<file path="src/rtl/crc_pkg.sv">
// Package: register map, field layout and reset values of the reference control block
`default_nettype none
package crc_pkg;
   // ------------------------------------------------------------
   // Register offsets (register indexes) and their byte addresses on the register bus
   // ------------------------------------------------------------
   localparam logic [7:0] CRC_COMP_CTRL_OFS = 8'h9c; // Comparator control
   localparam logic [7:0] CRC_REF_CTRL_OFS = 8'h9d; // Reference control index
   localparam logic [11:0] CRC_COMP_CTRL_ADDR = 12'h270; // Index times four
   localparam logic [11:0] CRC_REF_CTRL_ADDR = 12'h274; // Index times four
   // ------------------------------------------------------------
   // Field positions
   // ------------------------------------------------------------
   localparam int CRC_POWER_BIT = 7; // Ladder power
   localparam int CRC_PIN_BIT = 6; // Pin connect
   localparam int CRC_RANGE_BIT = 5; // Range select
   localparam int CRC_UNUSED_BIT = 4; // Unimplemented
   localparam int CRC_TAP_MSB = 3; // Tap code high bit
   localparam int CRC_MODE_MSB = 2; // Comparator mode high bit
   // ------------------------------------------------------------
   // Reset values and masks
   // ------------------------------------------------------------
   localparam logic [7:0] CRC_REF_RESET = 8'h00; // Reference control reset
   localparam logic [7:0] CRC_COMP_RESET = 8'h07; // Comparator control reset
   localparam logic [7:0] CRC_REF_WMASK = 8'hef; // Writable reference bits
   localparam logic [7:0] CRC_COMP_WMASK = 8'h3f; // Writable comparator bits
   localparam logic [2:0] CRC_MODE_REF = 3'h2; // Mode that routes the reference
   // AXI responses
   localparam logic [1:0] CRC_RESP_OKAY = 2'h0; // Okay
   localparam logic [1:0] CRC_RESP_SLVERR = 2'h2; // Unmapped address
endpackage
`default_nettype wire

</file>
<file path="src/rtl/crc_ladder_ctrl.sv">
// Ladder control stage: registered drive of the analog ladder controls
`timescale 1ns/100ps
`default_nettype none
module crc_ladder_ctrl
(
   // Clock and reset
   input wire logic aclk,
   input wire logic aresetn,
   // Register fields
   input wire logic [7:0] ref_ctrl,
   input wire logic [2:0] comparator_mode_field,
   // Ladder controls
   output logic ladder_power_on,
   output logic reference_pin_connect,
   output logic range_select,
   output logic [3:0] tap_code,
   output logic reference_to_comparators
);
   import crc_pkg::*;
   // ------------------------------------------------------------
   // State
   // ------------------------------------------------------------
   typedef struct packed
   {
      logic power;
      logic pin;
      logic range;
      logic [3:0] tap;
      logic route;
   } crc_lad_type;
   crc_lad_type st_r;
   crc_lad_type st_nxt;
   // Next ladder controls follow the register fields
   always_comb
   begin
      st_nxt.power = ref_ctrl[CRC_POWER_BIT];
      st_nxt.pin = ref_ctrl[CRC_PIN_BIT];
      st_nxt.range = ref_ctrl[CRC_RANGE_BIT];
      st_nxt.tap = ref_ctrl[CRC_TAP_MSB:0];
      st_nxt.route = (comparator_mode_field == CRC_MODE_REF);
   end
   // Register the controls
   always_ff @(posedge aclk)
   begin
      if (!aresetn)
      begin
         st_r <= '0;
      end
      else
      begin
         st_r <= st_nxt;
      end
   end
   assign ladder_power_on = st_r.power;
   assign reference_pin_connect = st_r.pin;
   assign range_select = st_r.range;
   assign tap_code = st_r.tap;
   assign reference_to_comparators = st_r.route;
endmodule // crc_ladder_ctrl
`default_nettype wire

</file>
<file path="src/rtl/crc_top.sv">
// Top: AXI4-Lite register slave for the comparator reference control
//
// The AXI4-Lite slave port was decided locally.
`timescale 1ns/100ps
`default_nettype none
// What this block does
// - Power bit seven powers the ladder
// - Bit six connects reference to the pin
// - Range one: zero to 0.625, supply/24 steps
// - Range zero: quarter to 0.72, supply/32
// - Low four bits hold tap code 0-15
// - Bit four ignores writes, reads zero
// - Register at 9Dh, read/write, reset zero
// - Sixteen-tap ladder, two ranges, power-down
// - Route reference only in mode 010
module crc_top
(
   // Clock and reset
   input wire logic aclk,
   input wire logic aresetn,
   // AXI4-Lite write address
   input wire logic [11:0] s_axi_awaddr,
   input wire logic s_axi_awvalid,
   output logic s_axi_awready,
   // AXI4-Lite write data
   input wire logic [31:0] s_axi_wdata,
   input wire logic [3:0] s_axi_wstrb,
   input wire logic s_axi_wvalid,
   output logic s_axi_wready,
   // AXI4-Lite write response
   output logic [1:0] s_axi_bresp,
   output logic s_axi_bvalid,
   input wire logic s_axi_bready,
   // AXI4-Lite read address
   input wire logic [11:0] s_axi_araddr,
   input wire logic s_axi_arvalid,
   output logic s_axi_arready,
   // AXI4-Lite read data
   output logic [31:0] s_axi_rdata,
   output logic [1:0] s_axi_rresp,
   output logic s_axi_rvalid,
   input wire logic s_axi_rready,
   // Comparator outputs (read-only status)
   input wire logic [1:0] comparator_out,
   // Ladder controls
   output logic ladder_power_on,
   output logic reference_pin_connect,
   output logic range_select,
   output logic [3:0] tap_code,
   output logic reference_to_comparators
);
   import crc_pkg::*;
   // ------------------------------------------------------------
   // State
   // ------------------------------------------------------------
   typedef struct packed
   {
      logic aw_held; // Write address captured
      logic [11:0] aw_addr; // Captured write address
      logic w_held; // Write data captured
      logic [7:0] w_data; // Captured low byte
      logic w_strb0; // Captured lane zero strobe
      logic bvalid; // Write response pending
      logic [1:0] bresp; // Write response code
      logic rvalid; // Read data pending
      logic [31:0] rdata; // Read data
      logic [1:0] rresp; // Read response code
      logic [7:0] ref_ctrl; // Reference control
      logic [5:0] comp_ctrl; // Comparator control writable part
      logic [1:0] cmp_s1; // Comparator sync stage 1
      logic [1:0] cmp_s2; // Comparator sync stage 2
      logic [1:0] cmp_s3; // Comparator sync stage 3
      logic [1:0] cmp_out; // Agreed comparator outputs
   } crc_top_type;
   crc_top_type st_r;
   crc_top_type st_nxt;
   // Address decode: 0 none, 1 comparator control, 2 reference control
   function automatic logic [1:0] crc_decode(input logic [11:0] addr);
      if (addr == CRC_COMP_CTRL_ADDR)
         crc_decode = 2'h1;
      else if (addr == CRC_REF_CTRL_ADDR)
         crc_decode = 2'h2;
      else
         crc_decode = 2'h0;
   endfunction
   logic [11:0] wr_addr; // Address of a write in flight
   logic [7:0] wr_byte; // Byte of a write in flight
   logic wr_lane0; // Lane zero enabled
   logic wr_fire; // Both halves present
   logic [7:0] comp_view; // Comparator control as read
   // ------------------------------------------------------------
   // Next state
   // ------------------------------------------------------------
   always_comb
   begin
      st_nxt = st_r;
      // Comparator outputs: change counts when stages two and three agree
      st_nxt.cmp_s1 = comparator_out;
      st_nxt.cmp_s2 = st_r.cmp_s1;
      st_nxt.cmp_s3 = st_r.cmp_s2;
      if (st_r.cmp_s2 == st_r.cmp_s3)
      begin
         st_nxt.cmp_out = st_r.cmp_s3;
      end
      // Capture write address and data independently
      if (s_axi_awvalid && s_axi_awready)
      begin
         st_nxt.aw_held = 1'b1;
         st_nxt.aw_addr = s_axi_awaddr;
      end
      if (s_axi_wvalid && s_axi_wready)
      begin
         st_nxt.w_held = 1'b1;
         st_nxt.w_data = s_axi_wdata[7:0];
         st_nxt.w_strb0 = s_axi_wstrb[0];
      end
      // Perform the write once both halves are present
      wr_addr = st_r.aw_held ? st_r.aw_addr : s_axi_awaddr;
      wr_byte = st_r.w_held ? st_r.w_data : s_axi_wdata[7:0];
      wr_lane0 = st_r.w_held ? st_r.w_strb0 : s_axi_wstrb[0];
      wr_fire = (st_r.aw_held || (s_axi_awvalid && s_axi_awready))
         && (st_r.w_held || (s_axi_wvalid && s_axi_wready)) && !st_r.bvalid;
      if (wr_fire)
      begin
         st_nxt.aw_held = 1'b0;
         st_nxt.w_held = 1'b0;
         st_nxt.bvalid = 1'b1;
         st_nxt.bresp = CRC_RESP_OKAY;
         unique case (crc_decode(wr_addr))
            2'h1:
            begin
               // Comparator control: outputs are read-only
               if (wr_lane0)
                  st_nxt.comp_ctrl = wr_byte[5:0] & CRC_COMP_WMASK[5:0];
            end
            2'h2:
            begin
               // Reference control: bit four never stored
               if (wr_lane0)
                  st_nxt.ref_ctrl = wr_byte & CRC_REF_WMASK;
            end
            default:
            begin
               // Unmapped address
               st_nxt.bresp = CRC_RESP_SLVERR;
            end
         endcase
      end
      if (st_r.bvalid && s_axi_bready)
      begin
         st_nxt.bvalid = 1'b0;
      end
      // Read path
      comp_view = {st_r.cmp_out, st_r.comp_ctrl};
      if (s_axi_arvalid && s_axi_arready)
      begin
         st_nxt.rvalid = 1'b1;
         st_nxt.rresp = CRC_RESP_OKAY;
         unique case (crc_decode(s_axi_araddr))
            2'h1:
               st_nxt.rdata = {24'h00_0000, comp_view};
            2'h2:
               st_nxt.rdata = {24'h00_0000, st_r.ref_ctrl & CRC_REF_WMASK};
            default:
            begin
               st_nxt.rdata = 32'h0000_0000;
               st_nxt.rresp = CRC_RESP_SLVERR;
            end
         endcase
      end
      else if (st_r.rvalid && s_axi_rready)
      begin
         st_nxt.rvalid = 1'b0;
      end
   end
   // ------------------------------------------------------------
   // State register
   // ------------------------------------------------------------
   always_ff @(posedge aclk)
   begin
      if (!aresetn)
      begin
         st_r <= '0;
         st_r.ref_ctrl <= CRC_REF_RESET;
         st_r.comp_ctrl <= CRC_COMP_RESET[5:0];
      end
      else
      begin
         st_r <= st_nxt;
      end
   end
   // Handshake outputs
   assign s_axi_awready = !st_r.aw_held && !st_r.bvalid;
   assign s_axi_wready = !st_r.w_held && !st_r.bvalid;
   assign s_axi_arready = !st_r.rvalid;
   assign s_axi_bvalid = st_r.bvalid;
   assign s_axi_bresp = st_r.bresp;
   assign s_axi_rvalid = st_r.rvalid;
   assign s_axi_rdata = st_r.rdata;
   assign s_axi_rresp = st_r.rresp;
   // ------------------------------------------------------------
   // Ladder control stage
   // ------------------------------------------------------------
   crc_ladder_ctrl crc_ladder_ctrl_inst
   (
      .aclk(aclk),
      .aresetn(aresetn),
      .ref_ctrl(st_r.ref_ctrl),
      .comparator_mode_field(st_r.comp_ctrl[CRC_MODE_MSB:0]),
      .ladder_power_on(ladder_power_on),
      .reference_pin_connect(reference_pin_connect),
      .range_select(range_select),
      .tap_code(tap_code),
      .reference_to_comparators(reference_to_comparators)
   );
   // ------------------------------------------------------------
   // Checks
   // ------------------------------------------------------------
   power_follow_a: assert property (@(posedge aclk) disable iff (!aresetn)
      ##1 ladder_power_on == $past(st_r.ref_ctrl[7]))
      else $error("ladder power does not follow bit seven");
   pin_follow_a: assert property (@(posedge aclk) disable iff (!aresetn)
      ##1 reference_pin_connect == $past(st_r.ref_ctrl[6]))
      else $error("pin connect does not follow bit six");
   range_low_a: assert property (@(posedge aclk) disable iff (!aresetn)
      st_r.ref_ctrl[5] |=> range_select)
      else $error("low range not selected");
   range_high_a: assert property (@(posedge aclk) disable iff (!aresetn)
      !st_r.ref_ctrl[5] |=> !range_select)
      else $error("high range not selected");
   tap_follow_a: assert property (@(posedge aclk) disable iff (!aresetn)
      ##1 tap_code == $past(st_r.ref_ctrl[3:0]))
      else $error("tap code mismatch");
   // Every reference read shows bit four and the upper bits as zero
   bit_four_zero_a: assert property (@(posedge aclk) disable iff (!aresetn)
      s_axi_arvalid && s_axi_arready && crc_decode(s_axi_araddr) == 2'h2
         |=> !s_axi_rdata[CRC_UNUSED_BIT] && s_axi_rdata[31:8] == 24'h00_0000)
      else $error("bit four or upper bits read nonzero");
   // Reset loads both registers with their reset values
   reset_clear_a: assert property (@(posedge aclk)
      !aresetn |=> st_r.ref_ctrl == CRC_REF_RESET && st_r.comp_ctrl == CRC_COMP_RESET[5:0])
      else $error("reset values wrong");
   // Reference reaches the comparators only in the routing mode
   route_mode_a: assert property (@(posedge aclk) disable iff (!aresetn)
      ##1 reference_to_comparators == ($past(st_r.comp_ctrl[2:0]) == CRC_MODE_REF))
      else $error("reference routed in wrong mode");
   // A reference write reaches the ladder tap two edges after it is taken
   write_next_a: assert property (@(posedge aclk) disable iff (!aresetn)
      wr_fire && wr_lane0 && wr_addr == CRC_REF_CTRL_ADDR
         |-> ##2 tap_code == $past(wr_byte[3:0], 2))
      else $error("write not applied on time");
   // Stored reference value keeps every written bit except bit four
   ref_write_a: assert property (@(posedge aclk) disable iff (!aresetn)
      wr_fire && wr_lane0 && crc_decode(wr_addr) == 2'h2
         |=> st_r.ref_ctrl == {$past(wr_byte[7:5]), 1'b0, $past(wr_byte[3:0])})
      else $error("reference write stored wrongly");
   // Comparator control keeps its low six written bits
   comp_write_a: assert property (@(posedge aclk) disable iff (!aresetn)
      wr_fire && wr_lane0 && crc_decode(wr_addr) == 2'h1
         |=> st_r.comp_ctrl == $past(wr_byte[5:0]))
      else $error("comparator control write stored wrongly");
   // A write with lane zero off changes no register
   lane_masked_a: assert property (@(posedge aclk) disable iff (!aresetn)
      wr_fire && !wr_lane0 |=> $stable(st_r.ref_ctrl) && $stable(st_r.comp_ctrl))
      else $error("masked write changed a register");
   // ------------------------------------------------------------
   // Bus handshake checks
   // ------------------------------------------------------------
   // Unmapped write: error response, no register change
   unmapped_wr_a: assert property (@(posedge aclk) disable iff (!aresetn)
      wr_fire && crc_decode(wr_addr) == 2'h0
         |=> s_axi_bresp == CRC_RESP_SLVERR && $stable(st_r.ref_ctrl)
         && $stable(st_r.comp_ctrl))
      else $error("unmapped write not refused");
   // Unmapped read: error response with zero data
   unmapped_rd_a: assert property (@(posedge aclk) disable iff (!aresetn)
      s_axi_arvalid && s_axi_arready && crc_decode(s_axi_araddr) == 2'h0
         |=> s_axi_rresp == CRC_RESP_SLVERR && s_axi_rdata == 32'h0000_0000)
      else $error("unmapped read not refused");
   // Each answer comes one cycle after its request is taken
   write_answer_a: assert property (@(posedge aclk) disable iff (!aresetn)
      wr_fire |=> s_axi_bvalid)
      else $error("write response late");
   read_answer_a: assert property (@(posedge aclk) disable iff (!aresetn)
      s_axi_arvalid && s_axi_arready |=> s_axi_rvalid)
      else $error("read data late");
   // An answer and its payload stand until the master takes it
   bresp_hold_a: assert property (@(posedge aclk) disable iff (!aresetn)
      s_axi_bvalid && !s_axi_bready |=> s_axi_bvalid && $stable(s_axi_bresp))
      else $error("write response dropped early");
   rdata_hold_a: assert property (@(posedge aclk) disable iff (!aresetn)
      s_axi_rvalid && !s_axi_rready
         |=> s_axi_rvalid && $stable(s_axi_rdata) && $stable(s_axi_rresp))
      else $error("read data dropped early");
   // No new request is taken while an answer of its own kind (write or read) is pending
   write_refuse_a: assert property (@(posedge aclk) disable iff (!aresetn)
      s_axi_bvalid |-> !s_axi_awready && !s_axi_wready)
      else $error("write taken while response pending");
   read_refuse_a: assert property (@(posedge aclk) disable iff (!aresetn)
      s_axi_rvalid |-> !s_axi_arready)
      else $error("read taken while data pending");
   // Comparator status moves only when stages two and three agree
   cmp_sync_a: assert property (@(posedge aclk) disable iff (!aresetn)
      st_r.cmp_s2 == st_r.cmp_s3 |=> st_r.cmp_out == $past(st_r.cmp_s3))
      else $error("comparator status not synchronised");
endmodule // crc_top
`default_nettype wire

</file>
<file path="config.mk">
export PLATFORM = sky130hd
export DESIGN_NAME = crc_top
export DESIGN_NICKNAME = d
export VERILOG_FILES = /design/src/rtl/crc_pkg.sv /design/src/rtl/crc_ladder_ctrl.sv /design/src/rtl/crc_top.sv
export SDC_FILE = /design/constraint.sdc
export NUM_CORES = 1
export LEC_CHECK = 0
export BUFFER_PORTS_ARGS = -buffer_cell sky130_fd_sc_hd__buf_4
export CAP_MARGIN = 20
export CORE_MARGIN = 2
export CORE_UTILIZATION = 28
export DETAILED_ROUTE_END_ITERATION = 12
export HOLD_SLACK_MARGIN = 0.12
export MAX_ROUTING_LAYER = met4
export PLACE_DENSITY = 0.65
export SYNTH_ARGS = -nofsm -noshare
export SYNTH_HDL_FRONTEND = slang
export SYNTH_SLANG_ARGS = --single-unit
</file>
<file path="constraint.sdc">
create_clock -name aclk -period 1.87 [get_ports aclk]
set_input_delay 0.2805 -clock aclk [delete_from_list [all_inputs] [get_ports aclk]]
set_output_delay 0.2805 -clock aclk [all_outputs]
set_load 0.05 [all_outputs]
</file>
==> results of run 1 <==
power breakdown:
group / total (mW) / switching (mW) / internal [mW]
clock network: 1.19 / 0.531 / 0.655
registers: 1.46 / 0.0365 / 1.43
logic: 0.583 / 0.387 / 0.196
layout make-up:
type,count,area (um^2)
clock buffers,10,137.6
clock inverters,6,67.56
fillers,1038,6520
inverters,4,15.01
multi-input cells,218,1389
flip-flops and latches,64,1284
well taps,136,170.2
repair buffers,78,601.8
worst paths after layout:
path / start / to / slack, ps / cells past startpoint
hold / removal: comparator_out[1] / st_nxt[5] / 160 / 2
hold reg to reg: st_nxt[5] / st_nxt[3] / 430 / 1
setup reg to reg: st_r[70] / st_r[20] / -120 / 5
setup / recovery: st_r[70] / st_r[20] / -120 / 5
kinds of logic after synthesis:
group,count (synthesis),share of synthesized area
and+or+nand+nor,112,0.1991
xor gates and xnor gates,2,0.006046
AOI/OAI and AO/OA,56,0.1446
muxes,22,0.08765
buffers and inverters,54,0.1192
other,1,0.001294
DFF,64,0.4421
through the flow:
stage	util	hold WS [ps]	std cells
floorplan	-	407.8	336
global placement	0.3377	426.2	500
detailed placement	0.3377	423.2	500
CTS	0.3593	142.8	516
global route	0.3598	140.7	516
finish	0.3598	158.8	516
routing by layer:
| metal | track usage | wire [um] | up-vias |
|---|---|---|---|
| met5 | - | 0 | - |
| met2 | 0.1747 | 2771 | 65 |
| met1 | 0.1403 | 2736 | 994 |
| met4 | 0.04793 | 70 | 0 |
| met3 | 0.03587 | 361 | 4 |
| li1 | - | - | 1114 |
what timing repair did:
item / in CTS / in global routing
hold endpoints to repair: 0 / 0
cloned: 0 / 0
resized for setup: 2 / 2
buffers inserted: 0 / 1
setup endpoints to repair: 13 / 13
cells in the mapped netlist (2+ instances only):
| master | n |
|---|---|
| mux2_2 | 7 |
| or3b_2 | 2 |
| nor2b_1 | 10 |
| clkbuf_1 | 12 |
| nor3_1 | 2 |
| mux2i_1 | 10 |
| o21ai_0 | 8 |
| a21boi_0 | 22 |
| nand2_1 | 56 |
| mux2_4 | 5 |
| xnor2_1 | 2 |
| and2_1 | 13 |
| dfxtp_1 | 64 |
| a21oi_1 | 7 |
| nor4_2 | 2 |
| a21o_1 | 2 |
| buf_4 | 36 |
| o211a_1 | 3 |
| nor4_1 | 2 |
| a22oi_1 | 9 |
| nor2_1 | 8 |
| nand4bb_1 | 2 |
| nand2b_1 | 8 |
| inv_1 | 4 |
state kept, by name (all words and copies together), names as in the netlist:
signal,count
s_axi_bvalid,1
crc_ladder_ctrl_inst.reference_to_comparators,1
crc_ladder_ctrl_inst.range_select,1
s_axi_rvalid,1
s_axi_rdata,8
crc_ladder_ctrl_inst.ladder_power_on,1
st_r,32
crc_ladder_ctrl_inst.reference_pin_connect,1
s_axi_rresp,1
comp_view,8
s_axi_bresp,1
crc_ladder_ctrl_inst.tap_code,4
st_nxt,4
==> impl_metrics.yaml, run 1 <==
grt:
  antenna_found_initial: 0
  grt_max_degree: 67
  first_global_vias: 2102
  grt_pass1_wl_mm: 9.894
  grt.total_usage: 0.1145
  gr-total-overflow: 0
sta:
  relSlewSlack: 0.6346
  rsz0062_at_grt: "yes"
  maxSlewViolCount: 0
  setup_slack_ps: -119.5
  period_needed_ps: 1990
  fin_crit_sh: 1.064
  hold_viol: 0
  fmax_ghz: 0.5026
  tightestPinTransition_ps: 548.0
  finalSetupTns_ps: -730.8
  setup_violations: 7
  skew_ps: 6.443
synthesis:
  synth_top_area_share: 0.4421
  ys_ff_latch: 64
  synth_area_leaders: "dfxtp_1 (44%), buf_4 (9.3%), nand2_1 (7.3%)"
  async_flop_share: 0
  synth.distinct_cells: 39
  syn_area_um2: 2898
  synthCells: 311
  synth_edf_count: 0
  ys_seq_area_frac: 0.4421
  yosysWarnings: 0
  synth_top_flop_cell: "dfxtp_1"
  synth_top_cell_by_area: "dfxtp_1"
  avgSynthCellArea_um2: 9.318
placement:
  gp_congestion: 0.7021
  hpwlAfterDp_mm: 4.448
  dp_slack_ps: -281.2
  place_area_um2: 3440
  io_buffer_count: 64
setup_path:
  worstSetupStartpointType: "flop"
  crit_type: "flop to flop"
  crit_slowest_cell: "or4b_4"
  arrival_ps: 2210
  max_stage_delay_ps: 540
  cp_top_family: "compound AO/OA/AOI/OAI gates"
  crit_chain: "or4b_4 > a2111oi_4 > o2111a_1 > buf_12 > mux2_4"
  required_ps: 2090
  worstSetupEndpointType: "flop"
  crit_fanout: 6
  critPathBufInv: 1
cts:
  h-tree-depth: 3
  cts_hold_buf: 0
  numClockSinks: 64
  clk_latency_ps: 330
  clockRootBuffer: "clkbuf_8"
  cts_buffers: 9
  cts_tree: "done"
  clockBufferDepth: 2
  clk_pin_slew_worst_paths_ps: 70
routing:
  first_iter_violations: 107
  ant_nets: 0
  vias_per_cell: 4.219
  first_pass_iters: 4
  routed_wirelength_mm: 5.940
  vias: 2177
  drc: 0
  wl_per_cell_um: 11.51
cells_and_area:
  final_nets: 444
  insertedDiodeCount: 0
  mostFrequentLayoutCell: "buf_4"
  final_layout_size_suffix_gt1_frac: 0.3132
  final_cell_mix: "buf_4 (76), dfxtp_1 (62), nand2_1 (56)"
  area_growth_pct: 26.47
  final_cell_area_um2: 3665
floorplanning:
  die_area_um2: 11180
  die_w_um: 105.7
  die_h_um: 105.7
  coreArea_um2: 10180
  std_cell_rows: 37
  io-pin-count: 118
  start_util: 0.2845
power:
  vdd_drop_max_mv: 0.3267
  leakage_nw: 1.557
  powerDensity_nw_per_um2: 881.9
  total_power_mw: 3.232
outcome:
  status: "finished with violations"
  violations: "setup timing"
worst_hold_path:
  hp-class: "primary input to flop"
run:
  drv_cap: 0
Power figures use the tool's default switching activity.
==> run 2, diff against run 1 <==
--- a/config.mk
+++ b/config.mk
@@ -13,6 +13,7 @@
 export HOLD_SLACK_MARGIN = 0.12
 export MAX_ROUTING_LAYER = met4
 export PLACE_DENSITY = 0.65
+export RECOVER_POWER = 25
 export SYNTH_ARGS = -nofsm -noshare
 export SYNTH_HDL_FRONTEND = slang
 export SYNTH_SLANG_ARGS = --single-unit
==> impl_metrics.yaml, run 2 (synthesis gave the netlist of run 1 again) <==
placement:
  dp.cells: 500
  io_buffer_count: 64
  gp_congestion: 0.7021
  dp_slack_ps: -281.2
  hpwlAfterDp_mm: 4.448
  place_area_um2: 3440
routing:
  drc: 0
  first_iter_violations: 106
  wl_per_cell_um: 11.50
  vias_per_cell: 4.236
  routed_wirelength_mm: 5.932
  vias: 2186
  ant_nets: 0
  first_pass_iters: 4
power:
  powerDensity_nw_per_um2: 882.7
  total_power_mw: 3.233
  vdd_drop_max_mv: 0.3267
  leakage_nw: 1.550
cells_and_area:
  final_cell_area_um2: 3662
  postLayoutCoreUtil: 0.3596
  area_growth_pct: 26.38
  final_nets: 444
  registers.top_by_ff_count: "st_r"
  final_layout_size_suffix_gt1_frac: 0.3132
  stdcell_count: 516
  largest_reg_flops: 32
  insertedDiodeCount: 0
  final_cell_mix: "buf_4 (75), dfxtp_1 (62), nand2_1 (56)"
  mostFrequentLayoutCell: "buf_4"
floorplanning:
  io-pin-count: 118
  die_area_um2: 11180
  die_h_um: 105.7
  std_cell_rows: 37
  die_w_um: 105.7
  start_util: 0.2845
  coreArea_um2: 10180
setup_path:
  required_ps: 2090
  worstSetupEndpointType: "flop"
  worstSetupStartpointType: "flop"
  crit_slowest_cell: "or4b_4"
  critPathBufInv: 1
  crit_fanout: 6
  crit_type: "flop to flop"
  max_stage_delay_ps: 540
  cp_top_family: "compound AO/OA/AOI/OAI gates"
  arrival_ps: 2210
  crit_chain: "or4b_4 > a2111oi_4 > o2111a_1 > buf_12 > mux2_4"
sta:
  setup_slack_ps: -119.5
  period_needed_ps: 1989
  tightestPinTransition_ps: 1079
  setup_violations: 7
  fin_crit_sh: 1.064
  relSlewSlack: 0.2809
  maxSlewViolCount: 0
  fmax_ghz: 0.5026
  skew_ps: 6.290
  hold_viol: 0
  rsz0062_at_grt: "yes"
cts:
  clockRootBuffer: "clkbuf_8"
  cts_hold_buf: 0
  cts_buffers: 9
  h-tree-depth: 3
  clockBufferDepth: 2
  clk_pin_slew_worst_paths_ps: 70
  clk_latency_ps: 330
  numClockSinks: 64
  cts_tree: "done"
run:
  drv_cap: 0
grt:
  grt_max_degree: 67
  first_global_vias: 2102
  antenna_found_initial: 0
  grt.total_usage: 0.1145
  grt_pass1_wl_mm: 9.894
  gr-total-overflow: 0
outcome:
  violations: "setup timing"
  status: "finished with violations"
worst_hold_path:
  hp-class: "primary input to flop"
-- run 2: what timing repair did --
action | in CTS | in global routing
pin swaps | 0 | 0
setup endpoints to repair | 13 | 13
buffers inserted | 0 | 1
hold endpoints to repair | 0 | 0
resized for setup | 2 | 2
-- run 2: routing by layer --
metal  track usage  wire [um]
met1        0.1403       2715
met2        0.1747       2779
met3       0.03587        366
met4       0.04793         70
met5             -          0
-- run 2: final timing paths --
kind                startpoint        end  slack (ps)  depth (start not counted)
max                   st_r[70]   st_r[20]        -120                          5
min          comparator_out[1]  st_nxt[5]         160                          2
max reg2reg           st_r[70]   st_r[20]        -120                          5
min reg2reg          st_nxt[5]  st_nxt[3]         430                          1
-- run 2: stage by stage --
stage               TNS [ps]  hold WS (ps)
finish                -734.7         158.4
CTS                   -813.8         142.8
floorplan             -794.7         407.8
global placement       -2868         426.2
global route           -1488         140.7
detailed placement     -3026         423.2
-- run 2: power by group --
part	switching [mW]	leakage, nW	internal, mW
Sequential	0.0365	0.523	1.43
Combinational	0.387	0.927	0.196
Clock	0.531	0.0989	0.655
-- run 2: layout make-up --
| class | instances | area, um^2 |
|---|---|---|
| multi-input combinational | 218 | 1389 |
| sequential | 64 | 1284 |
| clock buffer | 10 | 137.6 |
| tap | 136 | 170.2 |
| inverter | 4 | 15.01 |
| timing repair buffer | 78 | 599.3 |
| clock inverter | 6 | 67.56 |
| fill | 1038 | 6523 |
-- run 2: worst register-to-register path, delay by kind of cell (launching register included) --
kind	cells	cell delay [ps]
AO/OA/AOI/OAI	2	610
buffers and inverters	1	130
flip-flops	1	320
multiplexers	1	290
AND/OR/NAND/NOR	1	540
==> run 3, diff against run 2 <==
--- a/config.mk
+++ b/config.mk
@@ -12,7 +12,7 @@
 export DETAILED_ROUTE_END_ITERATION = 12
 export HOLD_SLACK_MARGIN = 0.12
 export MAX_ROUTING_LAYER = met4
-export PLACE_DENSITY = 0.65
+export PLACE_DENSITY = 0.52
 export RECOVER_POWER = 25
 export SYNTH_ARGS = -nofsm -noshare
 export SYNTH_HDL_FRONTEND = slang
==> impl_metrics.yaml, run 3 (synthesis gave the netlist of run 1 again) <==
setup_path:
  required_ps: 2100
  arrival_ps: 2230
  crit_chain: "or4b_4 > a2111oi_4 > o2111a_1 > buf_6 > mux2_4"
  max_stage_delay_ps: 540
  crit_slowest_cell: "or4b_4"
  worstSetupStartpointType: "flop"
  critPathBufInv: 1
  crit_fanout: 6
  worstSetupEndpointType: "flop"
  crit_type: "flop to flop"
  cp_top_family: "compound AO/OA/AOI/OAI gates"
sta:
  setup_violations: 10
  fmax_ghz: 0.5001
  tightestPinTransition_ps: 1125
  skew_ps: 7.105
  hold_slack_ps: 152.6
  fin_crit_sh: 1.069
  setup_slack_ps: -129.4
  maxSlewViolCount: 0
  relSlewSlack: 0.2497
  rsz0062_at_grt: "yes"
  period_needed_ps: 1999
  hold_viol: 0
cells_and_area:
  registers.top_by_ff_count: "st_r"
  final_nets: 443
  largest_reg_flops: 32
  final_layout_size_suffix_gt1_frac: 0.3087
  area_growth_pct: 25.73
  final_cell_area_um2: 3643
  mostFrequentLayoutCell: "buf_4"
  final_cell_mix: "buf_4 (74), dfxtp_1 (62), nand2_1 (56)"
  insertedDiodeCount: 0
placement:
  io_buffer_count: 64
  hpwlAfterDp_mm: 4.248
  dp_slack_ps: -279.1
  place_area_um2: 3420
  gp_congestion: 0.7363
cts:
  clockBufferDepth: 2
  h-tree-depth: 3
  clockRootBuffer: "clkbuf_8"
  numClockSinks: 64
  clk_latency_ps: 340
  cts_tree: "done"
  cts_hold_buf: 0
  clk_pin_slew_worst_paths_ps: 70
  postCtsSetupRepairBufs: 0
  cts_buffers: 9
grt:
  grt_pass1_wl_mm: 9.735
  antenna_found_initial: 0
  grt_max_degree: 67
  first_global_vias: 2038
  gr-total-overflow: 0
  grt.total_usage: 0.1139
routing:
  ant_nets: 0
  wl_per_cell_um: 11.58
  vias_per_cell: 4.200
  route.met3.wl_um: 238
  first_pass_iters: 4
  drc: 0
  met1Wirelength_mm: 2.946
  first_iter_violations: 125
  highest_layer: "met4"
  vias: 2163
  wl_met2_mm: 2.626
  routed_wirelength_mm: 5.963
floorplanning:
  die_w_um: 105.7
  die_area_um2: 11180
  io-pin-count: 118
  coreArea_um2: 10180
  std_cell_rows: 37
  start_util: 0.2845
  die_h_um: 105.7
outcome:
  status: "finished with violations"
  violations: "setup timing"
power:
  leakage_nw: 1.546
  total_power_mw: 3.262
  powerDensity_nw_per_um2: 895.4
  vdd_drop_max_mv: 0.3497
run:
  drv_cap: 0
worst_hold_path:
  hp-class: "primary input to flop"
==> run 3: where the power goes <==
part	internal (mW)	switching, mW
sequential	1.43	0.0401
combinational	0.196	0.380
clock	0.683	0.537
total	2.30	0.957
==> run 3: final cells by class <==
type | instances | area, um^2
well taps | 136 | 170.2
fillers | 1048 | 6541
clock buffers | 11 | 151.4
multi-input cells | 218 | 1383
repair buffers | 77 | 583.1
inverters | 4 | 15.01
flip-flops and latches | 64 | 1286
clock inverters | 5 | 55.05
==> run 3: metrics by stage <==
step           instances  utilization  TNS, ps
2_1_floorplan        336            -   -794.7
3_3_place_gp         499       0.3357    -3023
3_5_place_dp         499       0.3357    -2993
4_1_cts              515       0.3576   -902.3
5_1_grt              515       0.3577    -1581
6_report             515       0.3577   -813.3
==> run 3: final timing paths <==
path	depth (start not counted)	slack (ps)	endpoint	startpoint
min reg2reg	1	440	st_nxt[3]	st_nxt[5]
max reg2reg	5	-130	st_r[16]	st_r[70]
min	2	150	st_nxt[4]	comparator_out[0]
max	5	-130	st_r[16]	st_r[70]
==> run 3: layer usage <==
metal	GRT usage	vias to the layer above
li1	-	1115
met1	0.1476	971
met2	0.1636	65
met3	0.01917	12
met4	0.07331	0
met5	-	-
==> run 3: repair_timing <==
| action | 4_1_cts | 5_1_grt |
|---|---|---|
| gates resized for setup | 3 | 2 |
| pin swaps | 0 | 1 |
| setup endpoints to repair | 13 | 13 |
==> run 3: worst register-to-register path, cell delays in order (launching register included) <==
cell	delay (ps)
dfxtp_2	320
or4b_4	540
a2111oi_4	330
o2111a_1	260
buf_6	140
mux2_4	300
